===== src/core/pmac_map.svh =====
// Register map, field positions and timing figures of the converter configuration block
`ifndef PMAC_MAP_SVH
`define PMAC_MAP_SVH

// ==========================================================================
// Register pointers
`define PMAC_PTR_DEV_CFG      8'h00
`define PMAC_PTR_CONV_CFG     8'h01

// ==========================================================================
// Device configuration fields
`define PMAC_DEV_RST_BIT      15
`define PMAC_DLY_MSB          13
`define PMAC_DLY_LSB          6
`define PMAC_RANGE_BIT        4
`define PMAC_DEV_CFG_RESET    16'h0000

// ==========================================================================
// Converter configuration fields
`define PMAC_CONV_CFG_RESET   16'hFB68
`define PMAC_MODE_MSB         15
`define PMAC_MODE_LSB         12
`define PMAC_MODE_CONT_BIT    3
`define PMAC_BUSCT_MSB        11
`define PMAC_BUSCT_LSB        9
`define PMAC_SHCT_MSB         8
`define PMAC_SHCT_LSB         6
`define PMAC_TMPCT_MSB        5
`define PMAC_TMPCT_LSB        3
`define PMAC_AVG_MSB          2
`define PMAC_AVG_LSB          0

// ==========================================================================
// Timing figures: clock in MHz, delay step in ms, conversion times in us
`define PMAC_CLK_MHZ          50
`define PMAC_DLY_STEP_MS      2
`define PMAC_CT0_US           50
`define PMAC_CT1_US           84
`define PMAC_CT2_US           150
`define PMAC_CT3_US           280
`define PMAC_CT4_US           540
`define PMAC_CT5_US           1052
`define PMAC_CT6_US           2074
`define PMAC_CT7_US           4120

// ==========================================================================
// Averaging sample counts
`define PMAC_AVG0             11'h001
`define PMAC_AVG1             11'h004
`define PMAC_AVG2             11'h010
`define PMAC_AVG3             11'h040
`define PMAC_AVG4             11'h080
`define PMAC_AVG5             11'h100
`define PMAC_AVG6             11'h200
`define PMAC_AVG7             11'h400

`endif


===== src/core/pmac_pkg.sv =====
// Types and lookup functions shared by the converter configuration block
`include "pmac_map.svh"

package pmac_pkg;

  // ========================================================================
  // Types
  typedef enum logic [3:0] {
    W_PTR = 4'b0001,
    W_MSB = 4'b0010,
    W_LSB = 4'b0100,
    W_IGN = 4'b1000
  } pmac_wr_state_t;

  typedef enum logic [3:0] {
    S_OFF   = 4'b0001,
    S_DELAY = 4'b0010,
    S_CONV  = 4'b0100,
    S_NEXT  = 4'b1000
  } pmac_seq_state_t;

  // Channel index: 0 bus, 1 shunt, 2 temperature, 3 none
  typedef logic [1:0] pmac_ch_t;
  localparam pmac_ch_t CH_NONE = 2'h3;

  // ========================================================================
  // Conversion time code to microseconds
  function automatic logic [12:0] pmac_conv_us(input logic [2:0] ct);
    case (ct)
      3'h0:    pmac_conv_us = 13'(`PMAC_CT0_US);
      3'h1:    pmac_conv_us = 13'(`PMAC_CT1_US);
      3'h2:    pmac_conv_us = 13'(`PMAC_CT2_US);
      3'h3:    pmac_conv_us = 13'(`PMAC_CT3_US);
      3'h4:    pmac_conv_us = 13'(`PMAC_CT4_US);
      3'h5:    pmac_conv_us = 13'(`PMAC_CT5_US);
      3'h6:    pmac_conv_us = 13'(`PMAC_CT6_US);
      default: pmac_conv_us = 13'(`PMAC_CT7_US);
    endcase
  endfunction

  // Averaging code to sample count
  function automatic logic [10:0] pmac_avg_count(input logic [2:0] code);
    case (code)
      3'h0:    pmac_avg_count = `PMAC_AVG0;
      3'h1:    pmac_avg_count = `PMAC_AVG1;
      3'h2:    pmac_avg_count = `PMAC_AVG2;
      3'h3:    pmac_avg_count = `PMAC_AVG3;
      3'h4:    pmac_avg_count = `PMAC_AVG4;
      3'h5:    pmac_avg_count = `PMAC_AVG5;
      3'h6:    pmac_avg_count = `PMAC_AVG6;
      default: pmac_avg_count = `PMAC_AVG7;
    endcase
  endfunction

  // Lowest enabled channel at or above the given index, or none
  function automatic pmac_ch_t pmac_next_ch(input logic [2:0] mask, input logic [1:0] from);
    pmac_next_ch = CH_NONE;
    for (int i = 2; i >= 0; i--) begin
      if (mask[i] && (i >= int'(from))) begin
        pmac_next_ch = pmac_ch_t'(i);
      end
    end
  endfunction

endpackage


===== src/core/pmac_ctl_if.sv =====
// Control carrier between the configuration core and its two countdown timers
`timescale 1ns/100ps
`default_nettype none

interface pmac_ctl_if;
  logic        clear;
  logic        delay_start;
  logic [7:0]  delay_code;
  logic        delay_done;
  logic        conv_start;
  logic [19:0] conv_cycles;
  logic        conv_done;

  modport ctl (output clear, delay_start, delay_code, conv_start, conv_cycles,
               input  delay_done, conv_done);
  modport dly (input clear, delay_start, delay_code, output delay_done);
  modport cnv (input clear, conv_start, conv_cycles, output conv_done);
endinterface

`default_nettype wire


===== src/core/pmac_conv_timer.sv =====
// Conversion timer marking the end of one sample of the selected channel
`timescale 1ns/100ps
`default_nettype none

module pmac_conv_timer (
  input  wire logic  clk_i,
  input  wire logic  rst_b_i,
  pmac_ctl_if.cnv    ctl
);
  import pmac_pkg::*;

  logic [19:0] cnt;
  logic        run;

  // ========================================================================
  // Load count minus one, pulse done when it reaches zero
  always_ff @(posedge clk_i or negedge rst_b_i) begin
    if (!rst_b_i) begin
      cnt           <= 20'h0_0000;
      run           <= 1'b0;
      ctl.conv_done <= 1'b0;
    end else begin
      ctl.conv_done <= 1'b0;
      if (ctl.conv_start) begin
        cnt <= ctl.conv_cycles - 20'h0_0001;
        run <= 1'b1;
      end else if (ctl.clear) begin
        run <= 1'b0;
      end else if (run) begin
        if (cnt == 20'h0_0000) begin
          run           <= 1'b0;
          ctl.conv_done <= 1'b1;
        end else begin
          cnt <= cnt - 20'h0_0001;
        end
      end
    end
  end

endmodule

`default_nettype wire


===== src/core/pmac_delay_timer.sv =====
// Startup delay timer counting whole delay steps before the first conversion
`timescale 1ns/100ps
`default_nettype none

module pmac_delay_timer #(
  parameter int STEP_CYCLES = 100000
) (
  input  wire logic  clk_i,
  input  wire logic  rst_b_i,
  pmac_ctl_if.dly    ctl
);
  import pmac_pkg::*;

  localparam int SW = $clog2(STEP_CYCLES + 1);

  logic [SW-1:0] step_cnt;
  logic [7:0]    steps_left;
  logic          run;

  // ========================================================================
  // Step countdown; a new start wins over a clear issued in the same cycle
  always_ff @(posedge clk_i or negedge rst_b_i) begin
    if (!rst_b_i) begin
      step_cnt       <= '0;
      steps_left     <= 8'h00;
      run            <= 1'b0;
      ctl.delay_done <= 1'b0;
    end else begin
      ctl.delay_done <= 1'b0;
      if (ctl.delay_start) begin
        step_cnt   <= '0;
        steps_left <= ctl.delay_code;
        run        <= 1'b1;
      end else if (ctl.clear) begin
        run <= 1'b0;
      end else if (run) begin
        if (steps_left == 8'h00) begin
          run            <= 1'b0;
          ctl.delay_done <= 1'b1;
        end else if (step_cnt == SW'(STEP_CYCLES - 1)) begin
          step_cnt   <= '0;
          steps_left <= steps_left - 8'h01;
        end else begin
          step_cnt <= step_cnt + SW'(1);
        end
      end
    end
  end

endmodule

`default_nettype wire


===== src/core/pmac_top.sv =====
// Configuration registers and conversion sequencer of the power monitor converter
//
// Behaviour
// - Writing one to bit 15 resets all registers as power-on; bit reads zero
// - Device configuration bits 14, 5 and 3..0 always read as zero
// - Bits 13..6 delay the first conversion by code times 2 ms
// - Bit 4 picks shunt range: 0 wide 163.84 mV, 1 narrow 40.96 mV
// - Mode field bits 15..12, default Fh; codes 0h and 8h mean shutdown
// - Codes 1h..7h run one triggered pass over bus, shunt, temperature subsets
// - Codes 9h..Fh convert continuously over the coded channel subset
// - Bits 11..9 set bus conversion time, 50 to 4120 us, default 5h
// - Bits 8..6 set shunt conversion time with the same steps, default 5h
// - Bits 5..3 set temperature conversion time with same steps, default 5h
// - Bits 2..0 set averaging 1..1024; results update only after averaging
// - Register words move most significant byte first, then least significant
`include "pmac_map.svh"
`timescale 1ns/100ps
`default_nettype none

module pmac_top #(
  parameter int DLY_STEP_CYCLES  = `PMAC_DLY_STEP_MS * 1000 * `PMAC_CLK_MHZ,
  parameter int CONV_CYC_PER_US  = `PMAC_CLK_MHZ
) (
  input  wire logic        clk_i,
  input  wire logic        rst_b_i,
  input  wire logic        xfer_start_i,
  input  wire logic        wr_valid_i,
  input  wire logic [7:0]  wr_byte_i,
  input  wire logic        rd_req_i,
  output var  logic        rd_valid_o,
  output var  logic [7:0]  rd_byte_o,
  output var  logic        shunt_range_o,
  output var  logic        shutdown_o,
  output var  logic        conv_busy_o,
  output var  logic [2:0]  conv_channel_o,
  output var  logic        sample_strobe_o,
  output var  logic [2:0]  result_update_o
);
  import pmac_pkg::*;

  // ========================================================================
  // Declarations
  pmac_wr_state_t  wr_state;
  pmac_seq_state_t state;
  pmac_ch_t        cur_ch;
  pmac_ch_t        next_ch;
  pmac_ch_t        first_ch;
  pmac_ch_t        go_ch;
  logic [1:0]      next_from;
  logic [7:0]      ptr;
  logic [7:0]      msb_hold;
  logic [15:0]     wr_word;
  logic            commit;
  logic            soft_rst;
  logic            restart;
  logic [7:0]      start_delay;
  logic            range_sel;
  logic [15:0]     conv_cfg;
  logic [15:0]     rd_word;
  logic [7:0]      rd_lsb_hold;
  logic            rd_phase;
  logic [2:0]      act_mask;
  logic            mode_cont;
  logic [10:0]     avg_cnt;
  logic [10:0]     samples;
  logic            last_sample;
  logic [2:0]      go_ct;
  logic [19:0]     go_cycles;

  // Named copy of the default word; a bare literal cannot be part-selected
  localparam logic [15:0] DEV_CFG_DEFAULT = `PMAC_DEV_CFG_RESET;

  pmac_ctl_if ctl_if ();

  // ========================================================================
  // Countdown helpers
  pmac_delay_timer #(
    .STEP_CYCLES (DLY_STEP_CYCLES)
  ) u_delay (
    .clk_i   (clk_i),
    .rst_b_i (rst_b_i),
    .ctl     (ctl_if.dly)
  );

  pmac_conv_timer u_conv (
    .clk_i   (clk_i),
    .rst_b_i (rst_b_i),
    .ctl     (ctl_if.cnv)
  );

  // One-hot view of a channel index
  function automatic logic [2:0] ch_onehot(input pmac_ch_t ch);
    ch_onehot = (ch == CH_NONE) ? 3'h0 : (3'h1 << ch);
  endfunction

  // ========================================================================
  // Byte stream framing: pointer, then high byte, then low byte
  always_ff @(posedge clk_i or negedge rst_b_i) begin
    if (!rst_b_i) begin
      wr_state <= W_PTR;
      ptr      <= `PMAC_PTR_DEV_CFG;
      msb_hold <= 8'h00;
    end else if (soft_rst) begin
      wr_state <= W_PTR;
      ptr      <= `PMAC_PTR_DEV_CFG;
      msb_hold <= 8'h00;
    end else if (xfer_start_i) begin
      wr_state <= W_PTR;
    end else if (wr_valid_i) begin
      case (wr_state)
        W_PTR: begin
          ptr      <= wr_byte_i;
          wr_state <= W_MSB;
        end
        W_MSB: begin
          msb_hold <= wr_byte_i;
          wr_state <= W_LSB;
        end
        W_LSB:   wr_state <= W_IGN;
        W_IGN:   wr_state <= W_IGN;
        default: wr_state <= W_PTR;
      endcase
    end
  end

  // Word completes on the low byte; extra bytes are dropped
  assign commit  = wr_valid_i && (wr_state == W_LSB) && !xfer_start_i && !soft_rst;
  assign wr_word = {msb_hold, wr_byte_i};

  // ========================================================================
  // Software reset pulse; the bit itself is never stored
  always_ff @(posedge clk_i or negedge rst_b_i) begin
    if (!rst_b_i) begin
      soft_rst <= 1'b0;
    end else begin
      soft_rst <= commit && (ptr == `PMAC_PTR_DEV_CFG) && wr_word[`PMAC_DEV_RST_BIT];
    end
  end

  // Sequencer restart after reset, soft reset or a converter setting write
  always_ff @(posedge clk_i or negedge rst_b_i) begin
    if (!rst_b_i) begin
      restart <= 1'b1;
    end else begin
      restart <= soft_rst || (commit && (ptr == `PMAC_PTR_CONV_CFG));
    end
  end

  // ========================================================================
  // Device configuration: startup delay and shunt range
  always_ff @(posedge clk_i or negedge rst_b_i) begin
    if (!rst_b_i) begin
      start_delay <= DEV_CFG_DEFAULT[`PMAC_DLY_MSB:`PMAC_DLY_LSB];
      range_sel   <= DEV_CFG_DEFAULT[`PMAC_RANGE_BIT];
    end else if (soft_rst) begin
      start_delay <= DEV_CFG_DEFAULT[`PMAC_DLY_MSB:`PMAC_DLY_LSB];
      range_sel   <= DEV_CFG_DEFAULT[`PMAC_RANGE_BIT];
    end else if (commit && (ptr == `PMAC_PTR_DEV_CFG) && !wr_word[`PMAC_DEV_RST_BIT]) begin
      start_delay <= wr_word[`PMAC_DLY_MSB:`PMAC_DLY_LSB];
      range_sel   <= wr_word[`PMAC_RANGE_BIT];
    end
  end

  // Converter configuration: mode, conversion times, averaging
  always_ff @(posedge clk_i or negedge rst_b_i) begin
    if (!rst_b_i) begin
      conv_cfg <= `PMAC_CONV_CFG_RESET;
    end else if (soft_rst) begin
      conv_cfg <= `PMAC_CONV_CFG_RESET;
    end else if (commit && (ptr == `PMAC_PTR_CONV_CFG)) begin
      conv_cfg <= wr_word;
    end
  end

  // ========================================================================
  // Read word assembly; unused pointers read as zero
  always_comb begin
    rd_word = 16'h0000;
    if (ptr == `PMAC_PTR_DEV_CFG) begin
      rd_word[`PMAC_DLY_MSB:`PMAC_DLY_LSB] = start_delay;
      rd_word[`PMAC_RANGE_BIT]             = range_sel;
    end else if (ptr == `PMAC_PTR_CONV_CFG) begin
      rd_word = conv_cfg;
    end
  end

  // High byte first; low byte held so both halves come from one snapshot
  always_ff @(posedge clk_i or negedge rst_b_i) begin
    if (!rst_b_i) begin
      rd_phase    <= 1'b0;
      rd_lsb_hold <= 8'h00;
      rd_byte_o   <= 8'h00;
      rd_valid_o  <= 1'b0;
    end else begin
      rd_valid_o <= rd_req_i;
      if (xfer_start_i || soft_rst) begin
        rd_phase <= 1'b0;
      end else if (rd_req_i) begin
        if (!rd_phase) begin
          rd_byte_o   <= rd_word[15:8];
          rd_lsb_hold <= rd_word[7:0];
          rd_phase    <= 1'b1;
        end else begin
          rd_byte_o <= rd_lsb_hold;
          rd_phase  <= 1'b0;
        end
      end
    end
  end

  // ========================================================================
  // Mode decode: low three bits pick channels, top bit picks continuous
  assign act_mask  = conv_cfg[`PMAC_MODE_LSB+2:`PMAC_MODE_LSB];
  assign mode_cont = conv_cfg[`PMAC_MODE_LSB+`PMAC_MODE_CONT_BIT];
  assign avg_cnt   = pmac_avg_count(conv_cfg[`PMAC_AVG_MSB:`PMAC_AVG_LSB]);

  // Next channel in bus, shunt, temperature order; wrap only when continuous
  assign next_from   = (cur_ch == CH_NONE) ? 2'h0 : (cur_ch + 2'h1);
  assign next_ch     = pmac_next_ch(act_mask, next_from);
  assign first_ch    = pmac_next_ch(act_mask, 2'h0);
  assign go_ch       = (next_ch != CH_NONE) ? next_ch : (mode_cont ? first_ch : CH_NONE);
  assign last_sample = (samples == (avg_cnt - 11'h001));

  // Conversion time of the channel about to start
  always_comb begin
    case (go_ch)
      2'h0:    go_ct = conv_cfg[`PMAC_BUSCT_MSB:`PMAC_BUSCT_LSB];
      2'h1:    go_ct = conv_cfg[`PMAC_SHCT_MSB:`PMAC_SHCT_LSB];
      default: go_ct = conv_cfg[`PMAC_TMPCT_MSB:`PMAC_TMPCT_LSB];
    endcase
    go_cycles = 20'(pmac_conv_us(go_ct)) * 20'(CONV_CYC_PER_US);
  end

  // ========================================================================
  // Sequencer state
  always_ff @(posedge clk_i or negedge rst_b_i) begin
    if (!rst_b_i) begin
      state   <= S_OFF;
      cur_ch  <= CH_NONE;
      samples <= 11'h000;
    end else if (restart) begin
      cur_ch  <= CH_NONE;
      samples <= 11'h000;
      state   <= (act_mask == 3'h0) ? S_OFF : S_DELAY;
    end else begin
      case (state)
        S_OFF: state <= S_OFF;
        S_DELAY: begin
          if (ctl_if.delay_done) begin
            state <= S_NEXT;
          end
        end
        S_CONV: begin
          if (ctl_if.conv_done) begin
            if (last_sample) begin
              samples <= 11'h000;
              state   <= S_NEXT;
            end else begin
              samples <= samples + 11'h001;
            end
          end
        end
        S_NEXT: begin
          cur_ch <= go_ch;
          state  <= (go_ch == CH_NONE) ? S_OFF : S_CONV;
        end
        default: state <= S_OFF;
      endcase
    end
  end

  // Timer requests; a restart also clears any countdown in flight
  assign ctl_if.clear      = soft_rst || restart;
  assign ctl_if.delay_code = start_delay;

  always_ff @(posedge clk_i or negedge rst_b_i) begin
    if (!rst_b_i) begin
      ctl_if.delay_start <= 1'b0;
      ctl_if.conv_start  <= 1'b0;
      ctl_if.conv_cycles <= 20'h0_0001;
    end else begin
      ctl_if.delay_start <= restart && (act_mask != 3'h0);
      ctl_if.conv_start  <= 1'b0;
      if (!restart && (state == S_NEXT) && (go_ch != CH_NONE)) begin
        ctl_if.conv_start  <= 1'b1;
        ctl_if.conv_cycles <= go_cycles;
      end else if (!restart && (state == S_CONV) && ctl_if.conv_done && !last_sample) begin
        ctl_if.conv_start <= 1'b1;
      end
    end
  end

  // ========================================================================
  // Registered status outputs
  always_ff @(posedge clk_i or negedge rst_b_i) begin
    if (!rst_b_i) begin
      shunt_range_o   <= 1'b0;
      shutdown_o      <= 1'b0;
      conv_busy_o     <= 1'b0;
      conv_channel_o  <= 3'h0;
      sample_strobe_o <= 1'b0;
      result_update_o <= 3'h0;
    end else begin
      shunt_range_o   <= range_sel;
      shutdown_o      <= (act_mask == 3'h0);
      conv_busy_o     <= (state == S_CONV);
      conv_channel_o  <= (state == S_CONV) ? ch_onehot(cur_ch) : 3'h0;
      sample_strobe_o <= (state == S_CONV) && ctl_if.conv_done && !restart;
      // Results publish only once the whole averaging run is in
      result_update_o <= ((state == S_CONV) && ctl_if.conv_done && last_sample && !restart)
                         ? ch_onehot(cur_ch) : 3'h0;
    end
  end

endmodule

`default_nettype wire


===== config.mk =====
export PLATFORM = sky130hd
export DESIGN_NAME = pmac_top
export DESIGN_NICKNAME = d
export VERILOG_FILES = /design/src/core/pmac_pkg.sv /design/src/core/pmac_ctl_if.sv /design/src/core/pmac_conv_timer.sv /design/src/core/pmac_delay_timer.sv /design/src/core/pmac_top.sv
export VERILOG_INCLUDE_DIRS = /design/src /design/src/core
export SDC_FILE = /design/constraint.sdc
export NUM_CORES = 1
export LEC_CHECK = 0
export BUFFER_PORTS_ARGS = -buffer_cell sky130_fd_sc_hd__clkbuf_2
export CORE_MARGIN = 2
export CORE_UTILIZATION = 63
export CTS_CLUSTER_DIAMETER = 200
export DETAILED_ROUTE_END_ITERATION = 6
export PLACE_DENSITY = 0.81
export SYNTH_ARGS = -nofsm -noshare
export SYNTH_HDL_FRONTEND = slang
export SYNTH_HIERARCHICAL = 1
export SYNTH_SLANG_ARGS = --single-unit
export TNS_END_PERCENT = 10

===== constraint.sdc =====
create_clock -name clk_i -period 6.75 [get_ports clk_i]
set_input_delay 0.3375 -clock clk_i [delete_from_list [all_inputs] [get_ports clk_i]]
set_output_delay 0.3375 -clock clk_i [all_outputs]
set_load 0.03 [all_outputs]

**After elaboration in Yosys (flattened, before gate mapping)**

Cells that the tools add are included.
W data, S select, Z words.

- Bits in registers: 162

- Add/subtract/negate cells: 7
- Multiply operators: 1
- Order comparisons: 3
- Equality and inequality tests: 35
- Shift-type cells: 1
- Mux-type cells: 88
- Bitwise gates (word level): 2
- Reductions and logical operators: 59

Operators by type and width:

| kind | number |
|---|---|
| $mux W8 | 17 |
| $pmux W13 S7 | 1 |
| $mux W17 | 5 |
| $mux W20 | 4 |
| $pmux W11 S7 | 1 |
| $mux W16 | 3 |
| $mux W11 | 4 |
| $mux W4 | 8 |
| $mux W1 | 27 |
| $pmux W4 S3 | 2 |
| $reduce_bool A2 Y1 | 12 |
| $mux W2 | 11 |
| $logic_and A1 B1 Y1 | 20 |
| $logic_not A20 Y1 | 1 |
| $sub A19 B1 Y20 const B | 1 |
| $sub A20 B1 Y20 const B | 1 |
| $eq A3 B3 Y1 const B | 6 |
| $mul A13 B5 Y18 const B | 1 |
| $reduce_and A3 Y1 | 6 |
| $add A17 B1 Y17 const B | 1 |
| $eq A17 B17 Y1 const B | 1 |
| $logic_not A8 Y1 | 2 |
| $eq A3 B2 Y1 const B | 4 |
| $mux W3 | 4 |
| 30 further kinds | 53 |

**Depth between registers and ports, before layout**

Gate-level depths: netlist of run 1.

- Depth after elaboration: 14
- Depth in mapped cells: 26

**Modules after synthesis**

Netlist of run 1, hierarchy kept.

Modules (own cells, without submodules):

| module | times used | cells an instance | area each (µm²) |
|---|---|---|---|
| pmac_top | 1 | 662 | 6362.4 |
| pmac_conv_timer | 1 | 174 | 1694.1 |
| pmac_delay_timer | 1 | 180 | 1636.6 |

**Worst setup path before layout of run 1**

OpenSTA, ideal clock, no wires.

- Path kind: reg-to-reg
- Start: reg cur_ch[0]
- End: reg ctl_if.conv_cycles[17]
- Arrival time: 5.361 ns
- Required time: 6.680 ns
- Setup slack: 1.319 ns
- Stages on the path, launching flop included: 22
- Buffers on the path: 0
- Path through: dfstp_2 -> inv_1 -> ha_1 -> and2b_1 -> o21ai_4 -> o21ai_0 -> a31oi_1 -> nand2b_1 -> or2_2 -> ha_1 -> or3_1 -> inv_1 -> ha_1 -> ha_1 -> ha_1 -> ha_1 -> nand2_1 -> a2111oi_0 -> o41a_1 -> nor3_1 -> or4_1 -> nand3_1

- Longest elaborated chain between the ends: 14
- Elaborated cells on any way between the ends: 28
- Those cells by class: add/sub (1); mul (1); order compare (3); eq/ne (10); mux (7); reduce/logical (6)

Ends and longest elaborated chain:

| what | line | RTL |
|---|---|---|
| start: declaration | pmac_top.sv:45 | `pmac_ch_t cur_ch;` |
| start signal: assignment | pmac_top.sv:264 | `cur_ch <= go_ch;` |
| $add A2 B1 Y2 or $eq A2 B2 Y1 (tied branches) | pmac_top.sv:218 | `assign next_from = (cur_ch == CH_NONE) ? 2'h0 : (cur_ch + 2'h1);` |
| $mux W2 (*) | pmac_top.sv:218 |  |
| $ge A2 B2 Y1 | pmac_pkg.sv:59 | `if (mask[i] && (i >= int'(from))) begin` |
| $logic_and A1 B1 Y1 | pmac_pkg.sv:59 |  |
| $mux W1 | pmac_pkg.sv:59 |  |
| $mux W2 | pmac_pkg.sv:59 |  |
| $mux W2 (*) | pmac_pkg.sv:59 |  |
| $ne A2 B2 Y1 | pmac_top.sv:221 | `assign go_ch = (next_ch != CH_NONE) ? next_ch : (mode_cont ? first_ch : CH_NONE);` |
| $mux W2 (*) | pmac_top.sv:221 |  |
| $eq A2 B1 Y1 or $logic_not A2 Y1 (tied branches) | pmac_top.sv:226 | `case (go_ch)` |
| $pmux W3 S2 | pmac_top.sv:226 |  |
| $eq A3 B3 Y1 (tied with other cells) | pmac_pkg.sv:29 | `case (ct)` |
| $pmux W13 S7 | pmac_pkg.sv:29 |  |
| $mul A13 B5 Y18 | pmac_top.sv:231 | `go_cycles = 20'(pmac_conv_us(go_ct)) * 20'(CONV_CYC_PER_US);` |
| end signal: assignment | pmac_top.sv:286 | `ctl_if.conv_cycles <= go_cycles;` |
| end: declaration | pmac_ctl_if.sv:11 | `logic [19:0] conv_cycles;` |

Mark *: on every way between the ends. The rest lies on a longest branch, timed or not.
A chain may end at the register's enable or synchronous reset.

**Worst setup path in the final report of run 1**

- Start: reg cur_ch[1]
- End: reg ctl_if.conv_cycles[17]

The elaborated chain is that of the path after synthesis.

==> results of run 1 <==
==> state kept, by name, summed over array words and instances, names as in the netlist, 11 cells and up <==
register            count
ctl_if.conv_cycles     18
u_conv/cnt             20
u_delay/step_cnt       17
conv_cfg               16
samples                11
==> cells by family after synthesis <==
kind of cell             after synthesis  synth area share
AO/OA/AOI/OAI                        212             0.153
XOR/XNOR                              46            0.0416
adder cells (fa/ha/maj)               47            0.0653
buffers and inverters                 85            0.0385
flip-flops                           161             0.418
multiplexers                          48            0.0501
other                                  1          0.000387
AND/OR/NAND/NOR                      416             0.234
==> layout make-up <==
class | instances | share of cell area
Inverter | 39 | 0.0140
Timing Repair Buffer | 36 | 0.0192
Clock inverter | 13 | 0.0130
Tap cell | 188 | 0.0224
Multi-Input combinational cell | 774 | 0.505
Sequential cell | 161 | 0.386
Clock buffer | 18 | 0.0409
==> cells in the final DEF (no fill, tap or decap), types with 10 or more instances in the layout <==
cell       synthesis  final
nor2b_1           23     23
dfrtp_1          145    145
a21oi_1           34     34
inv_1             38     38
mux2i_1           44     44
clkbuf_2           1     30
nor2_1            98     98
xor2_1            13     13
nor3_1            20     20
or4_1             22     22
clkbuf_16          0     17
nand4_1           10     10
or3_1             18     18
and2_1            11     11
ha_1              41     41
xnor2_1           33     33
nand2b_1          25     25
dfstp_2           16     16
and3_1            10     10
nand2_1           87     87
a211o_1           14     14
o21ai_0           52     52
o21ai_1           15     15
o31ai_1           19     19
a31oi_1           10     10
nand3_1           25     25
==> metrics by stage <==
| step | worst slack (ns) | std cells |
|---|---|---|
| finish | 0.707 | 1229 |
| global route | 0.166 | 1229 |
| CTS | 0.741 | 1229 |
| detailed placement | 0.774 | 1197 |
| global placement | 0.917 | 1197 |
| floorplan | 1.32 | 1020 |
==> report_power, final <==
group          total (W)  internal (W)  switching [W]
sequential       0.00104       0.00101      0.0000307
clock           0.000948      0.000520       0.000429
combinational   0.000121     0.0000402      0.0000804
==> repair_timing <==
action | CTS | global route
hold buffers | 1 | 0
setup buffers | 0 | 0
hold endpoints to repair | 9 | 0
==> layer usage <==
layer,GRT usage,routed length [um]
met5,0,0
met1,0.386,10000
met4,0.0950,424
met2,0.429,9940
met3,0.0467,863
==> cells in the mapped netlist (all sizes together) (11+ instances only) <==
master,number,area share
dfrtp,145,0.37
nor2,99,0.039
nand2,87,0.034
o21ai,69,0.037
mux2i,44,0.045
ha,41,0.053
inv,38,0.015
a21oi,35,0.018
xnor2,33,0.030
clkbuf,28,0.011
nand2b,26,0.017
or4,26,0.021
nand3,25,0.013
nor3,24,0.014
nor2b,23,0.015
o31ai,19,0.015
or3,19,0.012
buf,18,0.012
dfstp,16,0.043
a211o,14,0.013
xor2,13,0.012
and2,11,0.0071
nand4,11,0.0086
==> worst max-delay path by stage <==
stage | end | from | cells after the start | slack, ns
finish | ctl_if.conv_cycles[17] | cur_ch[1] | 23 | 0.71
global route | ctl_if.conv_cycles[17] | cur_ch[1] | 23 | 0.17
CTS | ctl_if.conv_cycles[17] | cur_ch[1] | 23 | 0.74
detailed placement | ctl_if.conv_cycles[17] | cur_ch[1] | 20 | 0.77
global placement | ctl_if.conv_cycles[17] | cur_ch[1] | 20 | 0.92
floorplan | ctl_if.conv_cycles[17] | cur_ch[0] | 21 | 1.32
==> impl_metrics.json, run 1 <==
{
  "outcome": "finished clean",
  "grt_usage": 0.273,
  "gp_congestion": 0.867,
  "wl_per_cell_um": 17.3,
  "core_mm2": 0.0151,
  "min-delay-start": "rd_req_i",
  "die_x_um": 128,
  "grt_pass1_wl_um": 35500,
  "cp-start-kind": "register",
  "cts_buffers": 17,
  "synth_edf_count": 0,
  "initial_utilization": 0.640,
  "end_kind": "register",
  "finalSetupViolCount": 0,
  "clk_pin_slew_worst_paths_ns": 0.07,
  "cp_common_cell": "ha_1",
  "htreeDepth": 4,
  "grt_overflow": 0,
  "drt_pass1_iterations": 6,
  "n_fill_cell": 1151,
  "clock-sinks": 161,
  "post-dp-hpwl_um": 14700,
  "finalSetupTns_ns": 0,
  "cts_resized": 0,
  "drt_iter0_markers": 605,
  "leakage_nw": 4.81,
  "syn_to_final_growth_pct": 8.22,
  "crit_arrival_ns": 6.41,
  "viasPerCell": 6.20,
  "critPathKind": "register to register",
  "rsz0062_at_grt": "no",
  "clockBufferDepth": 2,
  "ff_latch_area_mm2": 0.00405,
  "hold_slack_ns": 0.0550,
  "syn_inst": 1016,
  "cts_tree": "done",
  "power_w": 0.00210,
  "yosys_warnings": 6,
  "grt_max_degree": 92,
  "hp-class": "primary input to register",
  "fp.dieArea_mm2": 0.0164,
  "critPathSlowestCell": "o211ai_1",
  "utilization": 0.693,
  "avgSynthCellArea_um2": 9.54,
  "synthesis.area_mm2": 0.00969,
  "diodes": 0,
  "routed-via-count": 7625,
  "slew_viol_final": 0,
  "hold_viol": 0,
  "finalCritPeriodShare": 0.895,
  "wl_um": 21200,
  "critical-path-top-delay-family": "simple AND/OR/NAND/NOR gates",
  "drc": 0,
  "grt_pass1_vias": 7126,
  "nNetsFinal": 1089,
  "drv_cap": 0,
  "hold-path-endpoint": "rd_valid_o",
  "required_ns": 7.12,
  "synth_async_sr_flop_share": 1.00,
  "clock_latency_ns": 0.44,
  "period_minus_slack_ns": 6.04,
  "layout-drive-gt1-share": 0.124,
  "crit_path_max_incr_delay_ns": 0.63,
  "slew_headroom": 0.209,
  "row_count": 45,
  "reg2reg_depth": 23,
  "port_buffers": 31,
  "worstMarginPinSlew_ns": 1.18,
  "crit_buf_inv": 1,
  "crit_fanout": 11,
  "die_h_um": 128,
  "ys_seq_area_frac": 0.418,
  "max-vdd-ir-drop_mv": 0.186,
  "min_path_cells": 1,
  "r2r_end": "ctl_if.conv_cycles[17]",
  "synth_flop_cell": "dfrtp_1",
  "final_cell_area_mm2": 0.0105,
  "ys_types": 89,
  "ioPinCount": 32,
  "place_area_mm2": 0.00991,
  "cts_root_buf": "clkbuf_16",
  "fmax_ghz": 0.165,
  "power_density_mw_per_mm2": 201,
  "ys_seq_elements": 161,
  "postRouteAntennaNets": 0,
  "multiInputGateArea_mm2": 0.00529,
  "antenna_found_initial": 0,
  "r2r_setup_slack_ns": 0.71,
  "r2r_start": "cur_ch[1]",
  "skew_ns": 0.0101,
  "crit_chain": "ha_1, and2b_1, o211ai_1, nor2_1, a31oi_1, nand2b_1, or2_2, ha_1, nand2_1, o21a_1, and2_1, ha_1, and2_1, fa_1, ha_1, a31oi_1, inv_1, a21oi_1, o21ai_0, nor2b_1, nor3_1, or4_1, nand3_1"
}
Note: power is estimated with default switching activity, not from simulation.
==> run 2, diff against run 1 <==
CORE_MARGIN = 1   (was 2)
==> run 2 against run 1 <==
Power is 1.0% lower. Hold slack got worse by 0.00067 ns. Sequential share of layout area hardly changed. Combinational power about the same. Worst setup slack got worse by 0.091 ns. Critical path depth fell by 3. Die area fell by 3.1%. Largest cell class unchanged. Largest power group unchanged. Highest routed layer unchanged.
==> impl_metrics.json, run 2 (same netlist as run 1, synthesis figures left out) <==
{
  "routed-via-count": 7601,
  "postRouteAntennaNets": 0,
  "drt_iter0_markers": 833,
  "power_density_mw_per_mm2": 199,
  "swShare": 0.250,
  "layout-drive-gt1-share": 0.124,
  "r2r_end": "ctl_if.conv_cycles[17]",
  "finalSetupTns_ns": 0,
  "grt_pass1_vias": 7243,
  "cts_resized": 0,
  "critPathKind": "register to register",
  "required_ns": 7.11,
  "grt_usage": 0.284,
  "outcome": "finished clean",
  "crit_arrival_ns": 6.50,
  "finalSetupViolCount": 0,
  "largest_register": "u_conv/cnt",
  "gr-usage-met1": 0.418,
  "postCtsSetupBuffers": 0,
  "row_count": 44,
  "htreeDepth": 4,
  "clk_pin_slew_worst_paths_ns": 0.07,
  "endpoint": "ctl_if.conv_cycles[17]",
  "cts_root_buf": "clkbuf_16",
  "viasPerCell": 6.20,
  "slew_viol_final": 0,
  "grt_pass1_wl_um": 36100,
  "end_kind": "register",
  "wl_per_cell_um": 17.2,
  "stdcell_count": 1226,
  "largest_register_ffs": 20,
  "power_w": 0.00208,
  "clock_latency_ns": 0.43,
  "cts_buffers": 17,
  "period_minus_slack_ns": 6.13,
  "clockPowerShare": 0.444,
  "initial_utilization": 0.657,
  "cell_internal_pwr_w": 0.00156,
  "crit_path_max_incr_delay_ns": 0.62,
  "diodes": 0,
  "core_mm2": 0.0148,
  "gp_congestion": 0.877,
  "fmax_ghz": 0.163,
  "skew_ns": 0.0107,
  "final_cell_mix": "145 x dfrtp_1, 98 x nor2_1, 87 x nand2_1",
  "cp-start-kind": "register",
  "power_frac_seq": 0.498,
  "grt_max_degree": 84,
  "finalCritPeriodShare": 0.909,
  "ioPinCount": 32,
  "hp-class": "primary input to register",
  "drt_pass1_iterations": 5,
  "wl_um": 21100,
  "hold_viol": 0,
  "die_h_um": 126,
  "r2r_start": "cur_ch[1]",
  "post-place-cells": 1193,
  "final_common_cell": "dfrtp_1",
  "nNetsFinal": 1089,
  "post-dp-hpwl_um": 14600,
  "drc": 0,
  "syn_to_final_growth_pct": 8.12,
  "critPathSlowestCell": "o211ai_1",
  "clockBufferDepth": 2,
  "hold_slack_ns": 0.0544,
  "reg2reg_depth": 20,
  "p_comb_frac": 0.058,
  "top_usage_layer": "met2",
  "fp.dieArea_mm2": 0.0159,
  "rsz0062_at_grt": "no",
  "grt_overflow": 0,
  "crit_fanout": 11,
  "leakage_nw": 4.80,
  "slew_headroom": 0.208,
  "use_met2": 0.437,
  "critPathLaunch": "cur_ch[1]",
  "p_sw_w": 0.000522,
  "met3_usage": 0.0501,
  "worstMarginPinSlew_ns": 1.19,
  "port_buffers": 31,
  "die_x_um": 126,
  "crit_chain": "ha_1, and2b_1, o211ai_1, nor2_1, a31oi_1, nand2b_1, or2_2, ha_1, or3_1, inv_1, ha_1, ha_1, ha_1, ha_1, nand2_1, a2111oi_0, o41a_1, nor3_1, or4_1, nand3_1",
  "r2r_setup_slack_ns": 0.62,
  "cts_tree": "done",
  "clock-sinks": 161,
  "antenna_found_initial": 0,
  "drv_cap": 0,
  "max-vdd-ir-drop_mv": 0.182,
  "n_fill_cell": 1140,
  "top_regs": "u_conv/cnt (20), ctl_if.conv_cycles (18), u_delay/step_cnt (17)",
  "cp_common_cell": "ha_1"
}
## run 2: power by group through the flow
stage                     Clock (W)  Combinational (W)  Sequential [W]
after CTS                  0.000938           0.000123         0.00104
after floorplan                   0          0.0000579         0.00106
after detailed placement          0           0.000122         0.00105
after global routing       0.000981           0.000136         0.00104
final                      0.000925           0.000121         0.00104
after global placement            0           0.000118         0.00105
## run 2: critical path, delay by kind of cell, from the launching register on
kind / cells / cell delay (ns)
AO/OA/AOI/OAI: 4 / 1.78
adder cells (fa/ha/maj): 6 / 1.67
buffers and inverters: 1 / 0.08
flip-flops: 1 / 0.57
AND/OR/NAND/NOR: 9 / 1.99
## run 2: final cells by class
class                           instances  area (um2)  share of cell area
Timing Repair Buffer                   36         201              0.0192
Clock buffer                           19         433              0.0413
Inverter                               39         146              0.0140
Multi-Input combinational cell        774        5290               0.505
Tap cell                              184         230              0.0220
Clock inverter                         13         128              0.0122
Sequential cell                       161        4050               0.386
## run 2: metal layers
layer | up-vias | part of all wire
met5 | - | 0
met4 | 0 | 0.012
met3 | 23 | 0.043
met2 | 186 | 0.46
met1 | 3717 | 0.48
li1 | 3675 | -
## run 2: metrics by stage
stage / setup WS, ns / instance area (um2) / utilization
floorplan: 1.32 / 9710 / -
global placement: 0.891 / 9910 / 0.672
detailed placement: 0.777 / 9910 / 0.672
CTS: 0.716 / 10500 / 0.710
global route: 0.159 / 10500 / 0.710
finish: 0.616 / 10500 / 0.710
## run 2: worst min-delay path by stage
stage | start | slack [ns] | endpoint | cells past startpoint
finish | rd_req_i | 0.05 | rd_valid_o | 1
global route | rd_req_i | 0.05 | rd_valid_o | 1
CTS | rd_req_i | 0.05 | rd_valid_o | 1
detailed placement | range_sel | 0.42 | shunt_range_o | 0
global placement | rst_b_i | 0.42 | u_delay/step_cnt[9] | 1
floorplan | rst_b_i | 0.04 | conv_busy_o | 0
## run 2: repair_timing
action                                 4_1_cts  5_1_grt
endpoints found under the hold margin       50        0
setup endpoints to repair                    0        0
hold buffers                                 1        0
==> run 3, diff against run 2 <==
BUFFER_PORTS_ARGS = unset   (was -buffer_cell sky130_fd_sc_hd__clkbuf_2)
CORE_UTILIZATION = 55   (was 63)
DONT_BUFFER_PORTS = 1   (was unset)
PLACE_DENSITY = 0.7   (was 0.81)
==> run 3 against run 2 <==
Core utilization decreased by 10 points. Register-to-register slack got worse by 0.12 ns. Global-route usage shrank 2.9 points. Clock power grew 5.3%. Critical endpoint unchanged. Highest routed layer unchanged.
==> impl_metrics.json, run 3 (same netlist as run 1, synthesis figures left out) <==
{
  "diodes": 0,
  "core_mm2": 0.0172,
  "slew_headroom": 0.143,
  "cp_num_cells": 22,
  "drc": 0,
  "hold_slack_ns": 0.0254,
  "period_minus_slack_ns": 6.25,
  "crit_fanout": 11,
  "reg2reg_depth": 22,
  "wl_um": 21700,
  "layout-drive-gt1-share": 0.100,
  "cts_resized": 0,
  "end_kind": "register",
  "required_ns": 7.11,
  "hp-class": "primary input to register",
  "die_x_um": 135,
  "power_frac_seq": 0.499,
  "grt_usage": 0.255,
  "finalCritPeriodShare": 0.926,
  "p_sw_w": 0.000552,
  "post-place-cells": 1202,
  "outcome": "finished clean",
  "ff_latch_area_mm2": 0.00405,
  "antenna_found_initial": 0,
  "rsz0062_at_grt": "no",
  "hold_viol": 0,
  "min_path_cells": 2,
  "viasPerCell": 6.04,
  "grt_pass1_vias": 7200,
  "initial_utilization": 0.562,
  "finalSetupViolCount": 0,
  "clock-sinks": 161,
  "ioPinCount": 32,
  "syn_to_final_growth_pct": 7.93,
  "skew_ns": 0.0115,
  "die_h_um": 135,
  "clock_latency_ns": 0.43,
  "drt_pass1_iterations": 5,
  "clockBufferDepth": 2,
  "final_cell_mix": "145 x dfrtp_1, 98 x nor2_1, 87 x nand2_1",
  "wl_per_cell_um": 17.5,
  "final_common_cell": "dfrtp_1",
  "leakage_nw": 4.71,
  "max-vdd-ir-drop_mv": 0.179,
  "fp.dieArea_mm2": 0.0182,
  "post-dp-hpwl_um": 14900,
  "grt_pass1_wl_um": 36800,
  "critPathKind": "register to register",
  "multiInputGateArea_mm2": 0.00529,
  "drv_cap": 0,
  "worstMarginPinSlew_ns": 1.27,
  "htreeDepth": 4,
  "post-place-ws_ns": 0.636,
  "cts_root_buf": "clkbuf_16",
  "largest_register": "u_conv/cnt",
  "crit_arrival_ns": 6.61,
  "cell_internal_pwr_w": 0.00157,
  "routed-via-count": 7494,
  "grt_max_degree": 162,
  "largest_register_ffs": 20,
  "cp-start-kind": "register",
  "gp_congestion": 0.933,
  "fmax_ghz": 0.160,
  "grt_overflow": 0,
  "power_density_mw_per_mm2": 202,
  "clockPowerShare": 0.460,
  "setup_ws_ns": 0.500,
  "critPathSlowestCell": "a31oi_1",
  "cp_common_cell": "ha_1",
  "swShare": 0.261,
  "top_regs": "u_conv/cnt (20), ctl_if.conv_cycles (18), u_delay/step_cnt (17)",
  "port_buffers": 0,
  "cts_buffers": 17,
  "finalSetupTns_ns": 0,
  "clk_pin_slew_worst_paths_ns": 0.07,
  "n_fill_cell": 1479,
  "crit_path_max_incr_delay_ns": 0.66,
  "final_cell_area_mm2": 0.0105,
  "crit_buf_inv": 1,
  "row_count": 48,
  "stdcell_count": 1240,
  "crit_chain": "inv_1, ha_1, and3b_1, a21oi_1, nand3_1, a31oi_1, nand2b_1, or2_2, ha_1, nand2_1, o21a_1, and2_1, ha_1, and2_1, fa_1, ha_1, nand4_1, a2111oi_0, o41a_1, nor3_1, or4_1, nand3_1",
  "postRouteAntennaNets": 0,
  "drt_iter0_markers": 610,
  "critical-path-top-delay-family": "simple AND/OR/NAND/NOR gates",
  "nNetsFinal": 1062,
  "p_comb_frac": 0.041,
  "slew_viol_final": 0,
  "cts_tree": "done",
  "place_area_mm2": 0.00979
}
-- run 3: path summary, 6_finish.rpt --
kind / slack, ns / startpoint / endpoint
setup / recovery: 0.50 / cur_ch[0] / ctl_if.conv_cycles[17]
hold / removal: 0.03 / wr_byte_i[6] / ctl_if.delay_code[0]
setup reg to reg: 0.50 / cur_ch[0] / ctl_if.conv_cycles[17]
hold reg to reg: 0.44 / range_sel / shunt_range_o
max in group asynchronous: 5.56 / rst_b_i / state[3]
min in group asynchronous: 0.52 / rst_b_i / u_delay/step_cnt[9]
-- run 3: what timing repair did --
item                       4_1_cts  5_1_grt
setup endpoints to repair        0        1
hold endpoints to repair       163        0
buffers inserted                 0        2
hold buffers                     4        0
-- run 3: layout make-up --
type                            count  area share
Inverter                           39      0.0140
Clock buffer                       17      0.0407
Timing Repair Buffer                9     0.00909
Multi-Input combinational cell    774       0.506
Clock inverter                     15      0.0164
Sequential cell                   161       0.387
Tap cell                          225      0.0269
-- run 3: worst register-to-register path: cells and delay by family (launching register included) --
kind            cells  cell delay [ns]
flops               1             0.56
buf+inv             1             0.08
simple gates       11             1.98
fa+ha+maj           5             1.65
compound gates      5             1.91
-- run 3: power by group through the flow --
stage / registers [W] / logic (W) / clock network, W
after global placement: 0.00107 / 0.0000630 / 0
after floorplan: 0.00106 / 0.0000579 / 0
after global routing: 0.00106 / 0.000101 / 0.00103
after CTS: 0.00106 / 0.0000889 / 0.000992
final: 0.00106 / 0.0000867 / 0.000974
after detailed placement: 0.00107 / 0.0000656 / 0
-- run 3: per-stage QoR --
stage	utilization	total power, W
6_report	0.607	0.00212
5_1_grt	0.607	0.00220
4_1_cts	0.606	0.00214
3_5_place_dp	0.568	0.00114
3_3_place_gp	0.568	0.00114
2_1_floorplan	-	0.00112
-- run 3: per-layer routing --
metal | share of wire | GRT usage | vias to the layer above
li1 | - | - | 3618
met1 | 0.48 | 0.365 | 3700
met2 | 0.46 | 0.397 | 154
met3 | 0.044 | 0.0518 | 22
met4 | 0.013 | 0.0637 | 0
met5 | 0 | 0 | -
